## config.mk

```make
export PLATFORM = sky130hd
export DESIGN_NAME = cmpl_control_page
export DESIGN_NICKNAME = d
export VERILOG_FILES = /design/src/pkg/cmpl_pkg.sv /design/src/hw/cmpl_control_page.sv
export SDC_FILE = /design/constraint.sdc
export NUM_CORES = 1
export LEC_CHECK = 0
export BUFFER_PORTS_ARGS = -buffer_cell sky130_fd_sc_hd__buf_4
export CAP_MARGIN = 10
export CORE_MARGIN = 2
export CORE_UTILIZATION = 25
export CTS_CLUSTER_SIZE = 14
export DETAILED_ROUTE_END_ITERATION = 16
export GPL_TIMING_DRIVEN = 0
export SLEW_MARGIN = 10
export SYNTH_ARGS = -nofsm -noshare
export SYNTH_HDL_FRONTEND = slang
export SYNTH_SLANG_ARGS = --single-unit
export TNS_END_PERCENT = 30
```

## constraint.sdc

```tcl
create_clock -name clk -period 2.2 [get_ports clk]
set_clock_uncertainty 0.05 [all_clocks]
set_input_delay 0.33 -clock clk [delete_from_list [all_inputs] [get_ports clk]]
set_output_delay 0.33 -clock clk [all_outputs]
set_load 0.02 [all_outputs]
```

## src/pkg/cmpl_pkg.sv

```systemverilog
package cmpl_pkg;
  // page identity and size
  localparam logic [5:0] PAGE_CODE = 6'h0a;
  localparam logic [7:0] PAGE_LEN = 8'h0a;
  localparam logic SAVABLE = 1'h1;
  // byte offsets inside the page
  localparam logic [3:0] OFF_HEADER = 4'h0;
  localparam logic [3:0] OFF_LENGTH = 4'h1;
  localparam logic [3:0] OFF_FIRST_RW = 4'h2;
  localparam logic [3:0] OFF_LAST_RW = 4'h9;
  localparam logic [3:0] OFF_STEST_HI = 4'ha;
  localparam logic [3:0] OFF_STEST_LO = 4'hb;
  // field positions, byte index relative to OFF_FIRST_RW
  localparam int TSK_BYTE = 0;
  localparam int TSK_LSB = 5;
  localparam int LAD_BIT = 1;
  localparam int LER_BIT = 0;
  localparam int QUE_BYTE = 1;
  localparam int QAM_LSB = 4;
  localparam int QEA_BIT = 1;
  localparam int QTD_BIT = 0;
  localparam int EVT_BYTE = 2;
  localparam int SWL_BIT = 3;
  localparam int BUSY_LO_BYTE = 7;
  localparam int BUSY_HI_BYTE = 6;
  // writable bits per byte (bytes 9 down to 2) and reset contents
  localparam logic [63:0] PAGE_CHG = 64'hffff_ffff_000f_f7e3;
  localparam logic [63:0] PAGE_RST = 64'h0000_0000_0000_0000;
  // field encodings
  localparam logic [2:0] TSK_SHARED = 3'h0;
  localparam logic [2:0] TSK_PER_INIT = 3'h1;
  localparam logic [3:0] QAM_STRICT = 4'h0;
  localparam logic [3:0] QAM_FREE = 4'h1;
  localparam logic [3:0] QAM_VENDOR = 4'h8;
  localparam logic [15:0] BUSY_UNLIMITED = 16'hffff;
  // self-test time in seconds, value arbitrary
  localparam logic [15:0] STEST_SECS = 16'h0000;
  // sense codes
  localparam logic [3:0] SK_DATA_PROTECT = 4'h7;
  localparam logic [7:0] ASC_WRITE_PROT = 8'h27;
  localparam logic [7:0] ASC_MODE_CHANGED = 8'h2a;
  localparam logic [7:0] ASC_CMDS_CLEARED = 8'h2f;
  localparam int NUM_INIT = 16;
  typedef enum logic [1:0] {WL_OPEN, WL_FLUSH, WL_LOCKED} cmpl_lock_type;
endpackage

```

## src/hw/cmpl_control_page.sv

```systemverilog
// Summary of operation
// - header byte holds page code, savable top
// - savable flag reads one
// - task set kind 000 shared, 001 per-initiator
// - one shared copy seen by all initiators
// - kind change posts attention to others
// - log autosave disable bit steers saving
// - log exception report bit gates reporting
// - reorder policy limits simple-tag reordering
// - policy zero keeps strict ordering
// - policy one allows free reordering
// - queue error abort aborts and posts attention
// - tagging disable aborts pending tagged work
// - soft write lock flushes, refusing writes from flush start
// - busy timeout FFFFh means unlimited
`timescale 1ns/1ps
`default_nettype none
module cmpl_control_page
  import cmpl_pkg::*;
(
  // clock and reset
  input wire logic clk,
  input wire logic rst_n,
  // mode select: open, byte writes, commit
  input wire logic selStart,
  input wire logic selValid,
  input wire logic [3:0] selByte,
  input wire logic [7:0] selData,
  input wire logic selCommit,
  input wire logic [3:0] selInitiator,
  output logic selDone,
  output logic selReject,
  // mode sense
  input wire logic senseReq,
  input wire logic [3:0] senseByte,
  output logic senseValid,
  output logic [7:0] senseData,
  // unit attention per initiator
  input wire logic [NUM_INIT-1:0] uaClear,
  output logic [NUM_INIT-1:0] uaPending,
  output logic [7:0] uaAsc,
  // queue events
  input wire logic allegianceEnd,
  input wire logic [3:0] allegianceInitiator,
  input wire logic [NUM_INIT-1:0] queuedMask,
  output logic abortQueued,
  output logic tagAbort,
  // medium write guard
  input wire logic mediumWriteReq,
  input wire logic flushDone,
  output logic flushReq,
  output logic writeRefuse,
  output logic [3:0] refuseSenseKey,
  output logic [7:0] refuseAsc,
  // decoded controls
  output logic [2:0] taskSetKind,
  output logic logAutosaveDisable,
  output logic logExceptionReport,
  output logic reorderFree,
  output logic queueErrorAbort,
  output logic queueTaggingDisable,
  output logic softWriteLock,
  output logic busyUnlimited
);

  //--------------------------------------------------------------
  // page storage and mode select
  //--------------------------------------------------------------
  logic [7:0][7:0] page, stage, next_page, next_stage;
  logic next_selDone, next_selReject, next_abortQueued, next_tagAbort;
  logic [NUM_INIT-1:0] next_uaPending, uaSet;
  logic [7:0] next_uaAsc;
  logic next_busyUnlimited;
  logic [2:0] stTsk;
  logic [3:0] stQam;
  logic [2:0] wIdx;
  logic [7:0] wMask;

  assign wIdx = 3'(selByte - OFF_FIRST_RW);
  assign wMask = PAGE_CHG[8*wIdx +: 8];
  assign stTsk = stage[TSK_BYTE][TSK_LSB +: 3];
  assign stQam = stage[QUE_BYTE][QAM_LSB +: 4];

  always_comb begin
    next_stage = stage;
    next_page = page;
    next_selDone = 1'h0;
    next_selReject = 1'h0;
    next_abortQueued = 1'h0;
    next_tagAbort = 1'h0;
    next_uaAsc = uaAsc;
    uaSet = '0;
    if (selStart) begin
      next_stage = page;
    end else if (selValid && selByte >= OFF_FIRST_RW &&
                 selByte <= OFF_LAST_RW) begin
      // only changeable bits take the written value
      next_stage[wIdx] = (stage[wIdx] & ~wMask) | (selData & wMask);
    end
    if (selCommit) begin
      // reserved kind or policy: page left untouched
      if (stTsk > TSK_PER_INIT ||
          (stQam > QAM_FREE && stQam < QAM_VENDOR)) begin
        next_selReject = 1'h1;
      end else begin
        next_page = stage;
        next_selDone = 1'h1;
        if (stTsk != page[TSK_BYTE][TSK_LSB +: 3]) begin
          uaSet = ~(NUM_INIT'(1) << selInitiator);
          next_uaAsc = ASC_MODE_CHANGED;
        end
        // a fresh disable drops whatever tagged work is pending
        next_tagAbort = stage[QUE_BYTE][QTD_BIT] &
                        ~page[QUE_BYTE][QTD_BIT];
      end
    end
    if (allegianceEnd && page[QUE_BYTE][QEA_BIT]) begin
      next_abortQueued = 1'h1;
      uaSet = uaSet | (queuedMask &
              ~(NUM_INIT'(1) << allegianceInitiator));
      next_uaAsc = ASC_CMDS_CLEARED;
    end
    // a new attention wins over a clear in the same cycle
    next_uaPending = (uaPending & ~uaClear) | uaSet;
    next_busyUnlimited = {next_page[BUSY_HI_BYTE],
                          next_page[BUSY_LO_BYTE]} == BUSY_UNLIMITED;
  end

  always_ff @(posedge clk or negedge rst_n) begin
    if (!rst_n) begin
      page <= PAGE_RST;
      stage <= PAGE_RST;
      selDone <= 1'h0;
      selReject <= 1'h0;
      uaPending <= '0;
      uaAsc <= 8'h00;
      busyUnlimited <= 1'h0;
      abortQueued <= 1'h0;
      tagAbort <= 1'h0;
    end else begin
      page <= next_page;
      stage <= next_stage;
      selDone <= next_selDone;
      selReject <= next_selReject;
      uaPending <= next_uaPending;
      uaAsc <= next_uaAsc;
      busyUnlimited <= next_busyUnlimited;
      abortQueued <= next_abortQueued;
      tagAbort <= next_tagAbort;
    end
  end

  // controls other than reorderFree and busyUnlimited are plain bit selects of the page flops
  assign taskSetKind = page[TSK_BYTE][TSK_LSB +: 3];
  assign logAutosaveDisable = page[TSK_BYTE][LAD_BIT];
  assign logExceptionReport = page[TSK_BYTE][LER_BIT];
  // strict ordering unless policy one; vendor codes stay strict
  assign reorderFree = page[QUE_BYTE][QAM_LSB +: 4] == QAM_FREE;
  assign queueErrorAbort = page[QUE_BYTE][QEA_BIT];
  assign queueTaggingDisable = page[QUE_BYTE][QTD_BIT];
  assign softWriteLock = page[EVT_BYTE][SWL_BIT];

  //--------------------------------------------------------------
  // medium write guard
  //--------------------------------------------------------------
  cmpl_lock_type lockState, next_lockState;
  logic next_flushReq, next_writeRefuse;
  logic [3:0] next_refuseSenseKey;
  logic [7:0] next_refuseAsc;

  always_comb begin
    next_lockState = lockState;
    next_refuseSenseKey = refuseSenseKey;
    next_refuseAsc = refuseAsc;
    unique case (lockState)
      WL_OPEN: if (softWriteLock) next_lockState = WL_FLUSH;
      WL_FLUSH: begin
        if (!softWriteLock) next_lockState = WL_OPEN;
        else if (flushDone) next_lockState = WL_LOCKED;
      end
      WL_LOCKED: if (!softWriteLock) next_lockState = WL_OPEN;
      default: next_lockState = WL_OPEN;
    endcase
    next_flushReq = next_lockState == WL_FLUSH;
    // new writes are refused already while the cache drains,
    // so nothing lands behind the flush
    next_writeRefuse = mediumWriteReq && lockState != WL_OPEN;
    if (next_writeRefuse) begin
      next_refuseSenseKey = SK_DATA_PROTECT;
      next_refuseAsc = ASC_WRITE_PROT;
    end
  end

  always_ff @(posedge clk or negedge rst_n) begin
    if (!rst_n) begin
      lockState <= WL_OPEN;
      flushReq <= 1'h0;
      writeRefuse <= 1'h0;
      refuseSenseKey <= 4'h0;
      refuseAsc <= 8'h00;
    end else begin
      lockState <= next_lockState;
      flushReq <= next_flushReq;
      writeRefuse <= next_writeRefuse;
      refuseSenseKey <= next_refuseSenseKey;
      refuseAsc <= next_refuseAsc;
    end
  end

  //--------------------------------------------------------------
  // mode sense
  //--------------------------------------------------------------
  logic [7:0] next_senseData;
  logic [2:0] rIdx;
  assign rIdx = 3'(senseByte - OFF_FIRST_RW);

  always_comb begin
    if (senseByte == OFF_HEADER) begin
      next_senseData = {SAVABLE, 1'h0, PAGE_CODE};
    end else if (senseByte == OFF_LENGTH) begin
      next_senseData = PAGE_LEN;
    end else if (senseByte <= OFF_LAST_RW) begin
      next_senseData = page[rIdx];
    end else if (senseByte == OFF_STEST_HI) begin
      next_senseData = STEST_SECS[15:8];
    end else if (senseByte == OFF_STEST_LO) begin
      next_senseData = STEST_SECS[7:0];
    end else begin
      next_senseData = 8'h00;
    end
  end

  always_ff @(posedge clk or negedge rst_n) begin
    if (!rst_n) begin
      senseValid <= 1'h0;
      senseData <= 8'h00;
    end else begin
      senseValid <= senseReq;
      senseData <= senseReq ? next_senseData : senseData;
    end
  end
endmodule
`default_nettype wire

```

# Word-level counts from Yosys, hierarchy flattened

Cells that the tools add are included.

Add/sub/neg operators: 2
Order comparisons: 9
Eq/ne operators: 8
Shift-type cells: 3
Multiplexer cells: 34
Bitwise logic cells: 14
Reductions and logical operators: 15

Operators by type and width:

| kind                      | count |
|---|---|
| $mux W64                  | 4 |
| $mux W8                   | 10 |
| $bwmux W64                | 1 |
| $mux W16                  | 4 |
| $shiftx A64 B7 Y8 const A | 1 |
| $bmux W8 S3               | 2 |
| $not A16 Y16              | 3 |
| $and A16 B16 Y16          | 2 |
| $or A16 B16 Y16           | 2 |
| $shl A1 B4 Y16 const A    | 2 |
| $demux W8 S3              | 1 |
| $and A8 B8 Y8             | 2 |
| $eq A16 B16 Y1 const B    | 1 |
| $eq A4 B1 Y1 const B      | 2 |
| $le A4 B4 Y1 const B      | 2 |
| $lt A3 B4 Y1 const B      | 2 |
| $mux W2                   | 4 |
| $not A8 Y8                | 1 |
| $or A8 B8 Y8              | 1 |
| $reduce_bool A2 Y1        | 4 |
| $mux W1                   | 7 |
| $logic_and A1 B1 Y1       | 6 |
| $pmux W2 S3               | 1 |
| $sub A3 B2 Y3 const B     | 2 |
| 16 further kinds          | 18 |

Register bits after elaboration: 172
Bits of input ports: 65
Word-level logic and storage cells: 115

# Logic depth before layout (Yosys ltp)

Depth after elaboration: 8
Depth in mapped cells: 10
Gate-level depth less buffers: 7

# Worst setup path before layout

Ideal clock, no wire load.

Path type: input to register
Start point: in selByte[1]
End point: reg stage[20] (netlist bit)
Data arrival time: 2159 ps
Slack: -136 ps
Stages on the path: 9
Path buffers: 3
Path through: buf_6 buf_8 inv_1 ha_1 clkbuf_1 nor2b_1 mux2_4 nor3b_1 a221o_1

Cells in the longest elaborated chain, start to end: 8

Ends and longest elaborated chain:

| what                                                | line                     | source |
|---|---|---|
| start: declaration                                  | cmpl_control_page.sv:27  | `input wire logic [3:0] selByte,` |
| $sub A3 B2 Y3                                       | cmpl_control_page.sv:79  | `assign wIdx = 3'(selByte - OFF_FIRST_RW);` |
| $shiftx A64 B7 Y8, or another cell as far along     | cmpl_control_page.sv:80  | `assign wMask = PAGE_CHG[8*wIdx +: 8];` |
| $not A8 Y8, or another cell as far along            | cmpl_control_page.sv:98  | `next_stage[wIdx] = (stage[wIdx] & ~wMask) \| (selData & wMask);` |
| $and A8 B8 Y8 / $mux W8 (equally long branches)     | cmpl_control_page.sv:98  |  |
| $or A8 B8 Y8 / $demux W8 S3 (equally long branches) | cmpl_control_page.sv:98  |  |
| $bwmux W64                                          | cmpl_control_page.sv:98  |  |
| $mux W64                                            | cmpl_control_page.sv:95  | `end else if (selValid && selByte >= OFF_FIRST_RW &&` |
| $mux W64                                            | cmpl_control_page.sv:93  | `if (selStart) begin` |
| end signal: assignment                              | cmpl_control_page.sv:142 | `stage <= next_stage;` |
| end: declaration                                    | cmpl_control_page.sv:69  | `logic [7:0][7:0] page, stage, next_page, next_stage;` |

Parallel ways exist; a longest one is shown, timed or not. The select of a mux whose other input is x is not followed.
A chain may end at the register's enable or synchronous reset.

# Worst setup path in the final report

Start point: in selByte[1]
End point: reg stage[19] (netlist bit)

The elaborated chain is that of the path after synthesis.

==> impl_metrics.csv <==
group,metric,value,unit
power,powerDensity,1130,mW/mm²
worst_hold_path,hold_path_depth,1,
placement,gp_congestion,0.858,
worst_setup_path,cp-end-kind,"register",
synthesis,synth_flop_cell,"dfrtp_1",
floorplanning,io_pins,126,
timing,worst_hold_slack,25.4,ps
routing,wl,25900,µm
worst_setup_path,cp.depth,10,
timing,max_slew_margin,49.8,%
worst_setup_path,cp.required,2480,ps
placement,dp_slack,-750,ps
layout,layout_commonest_cell,"dfrtp_1",
floorplanning,die-area,0.0351,mm²
synthesis,synth-edff-count,0,
worst_setup_path,path_buf_inv,5,
timing,min_period_over_period,96.5,%
synthesis,syn-instance-count,740,
routing,drc,0,
worst_setup_path,rr_startpoint,"stQam[1]",
clock_tree,cts_htree_levels,4,
timing,setup_viol,0,
synthesis,yosys_register_bits,165,
worst_setup_path,cp_slowest_cell,"mux2_4",
layout,layout_common_cells,"dfrtp_1, buf_4, nand2_1, mux2i_1, mux2_2",
routing,vias,6599,
global_routing,grt_pass1_wl,40000,µm
worst_setup_path,path_max_fanout,10,
floorplanning,die_h,187,µm
clock_tree,cts.sinks,165,
routing,vias_per_cell,4.87,
clock_tree,cts_tree,"built",
worst_setup_path,worst_path_dominant_cell_family,"buffers and inverters",
routing,drt-initial-drc-count,475,
global_routing,first_global_vias,6507,
worst_setup_path,crit_arrival,2400,ps
placement,io_buffers,113,
layout,final_util,32.1,%
floorplanning,coreArea,0.0333,mm²
power,max-vdd-ir-drop,0.490,mV
routing,antenna_left,0,
timing,slew_viol_final,0,
timing,fmax,471,MHz
placement,dp_hpwl,18700,µm
floorplanning,start_util,25.2,%
synthesis,yosysSeqAreaShare,49.1,%
power,power.leakage,4.87,nW
layout,areaGrowthSynthToFinish,27.3,%
routing,drtPass1Iterations,5,
worst_setup_path,cp_cell_sequence,"buf_4 -> buf_12 -> buf_12 -> clkinvlp_4 -> ha_1 -> buf_6 -> nor2b_2 -> mux2_4 -> nor3b_1 -> a221o_1",
worst_setup_path,crit_top_cell,"buf_12",
timing,hold_violations,0,
global_routing,track_usage,14.9,%
timing,setup_ws,76.5,ps
synthesis,avgSynthCellArea,11.4,µm²
synthesis,yosysWarnings,0,
worst_setup_path,crit_start,"selByte[1]",
clock_tree,clk_latency,440,ps
layout,nets,966,
floorplanning,die-width,187,µm
worst_setup_path,critical_path_class,"input pin to register",
worst_setup_path,crit_end,"stage[19]",
layout,nFillCells,3397,
routing,routedWlPerCell,19.2,µm
status,status,"finished, final reports clean",
global_routing,antenna_found_initial,1,
worst_setup_path,max_stage_delay,380,ps
worst_setup_path,r2r_end,"page[35]",
clock_tree,root_buffer,"clkbuf_16",
flow_run,drv_cap,0,
synthesis,synth.distinct_cells,52,
synthesis,ys_async_sr_fraction,100,%
clock_tree,numCtsBuffers,17,
global_routing,gr-total-overflow,0,
worst_hold_path,min-delay-path-class,"input pin to register",
global_routing,grt_max_degree,94,
clock_tree,cts_max_path_buffers,2,
worst_setup_path,worstRegToRegCells,9,
worst_setup_path,cp-start-kind,"input pin",
layout,drive_gt1_share,32.5,%
synthesis,synth_area,0.00840,mm²
timing,worst-slew-pin-transition,753,ps
floorplanning,rows,67,
clock_tree,path_clk_slew,80,ps
timing,fin_crit,2120,ps
worst_setup_path,rrSetupSlack,100,ps
[how the worst min path moves through the flow]
stage	start	endpoint	slack [ps]
floorplan	rst_n	abortQueued	-20
CTS	senseReq	senseValid	4
finish	senseReq	senseValid	30
global placement	stage[44]	page[44]	400
global route	senseReq	senseValid	20
detailed placement	rst_n	uaPending[11]	360
[synthesized netlist by cell type, types with 3 or more instances]
library cell	n	area, µm²
a21oi_1	12	60.1
clkbuf_1	22	82.6
mux2i_1	52	521
nor3_1	8	40.0
o22ai_1	5	31.3
a221o_1	24	240
o221ai_1	21	184
nand4_1	6	37.5
nor3b_1	18	135
mux4_2	18	405
nor2_1	24	90.1
ha_1	9	113
nor4_1	3	18.8
nand2b_1	9	56.3
o21ai_0	35	175
nand2_1	106	398
xor2_1	4	35.0
o211ai_1	11	82.6
mux4_1	3	78.8
o311ai_0	8	70.1
mux2_2	51	574
buf_2	15	75.1
nand3_1	9	45.0
inv_1	27	101
buf_4	24	180
dfrtp_1	165	4130
and2_1	10	62.6
nand2_2	5	31.3
a32oi_1	3	26.3
nor2b_1	6	37.5
[metal layers]
layer  global-route usage [%]  part of all wire [%]  up-vias
met3                     3.51                   6.7       42
met5                        0                     0        -
met2                     23.7                    48      229
met4                     6.23                   3.0        0
li1                         -                     -     2982
met1                     19.4                    42     3346
[flip-flops by register name, indices dropped and copies added, names as in the netlist, 2 cells and up]
name	flops
lockState	2
stQam	4
stage	57
uaPending	16
stTsk	3
senseData	8
uaAsc	2
page	56
taskSetKind	3
[timing repair]
item,CTS,global route
hold buffers,1,0
pin swaps,3,1
setup endpoints to repair,96,75
buffers inserted,6,5
hold endpoints to repair,92,0
gates resized for setup,7,16
[cell type report]
type                    instances  area (µm²)  share of cell area (%)
diodes                          1        2.50                  0.0234
multi-input cells             491        3860                    36.1
inverters                      27         105                   0.983
flip-flops and latches        165        4130                    38.6
plain buffers                  64         409                    3.83
repair buffers                126        1000                    9.36
well taps                     448         561                    5.24
clock buffers                  18         439                    4.11
clock inverters                14         183                    1.71
[logic make-up after synthesis]
logic type      count (synthesis)  synth area share (%)
xor+xnor                        5                 0.521
mux                           126                  19.2
compound gates                129                  11.8
fa+ha+maj                       9                  1.34
buf+inv                        91                  5.67
simple gates                  214                  12.3
flops                         165                  49.1
other cells                     1                0.0446
[stage by stage]
step	std cells	TNS, ps	cell area (µm²)	total power [mW]
after CTS	1348	0	10600	12.2
after global placement	1308	-88790	9850	8.85
after detailed placement	1309	-46500	9880	8.97
final	1354	0	10700	12.1
after floorplan	747	0	8440	7.32
after global routing	1353	-3.34	10700	12.8
[power breakdown]
part	leakage (nW)	switching, mW	internal (mW)
sequential	2.22	0.957	4.12
clock	0.300	1.44	1.67
combinational	2.35	1.96	1.96
(Power assumes the default switching activity.)
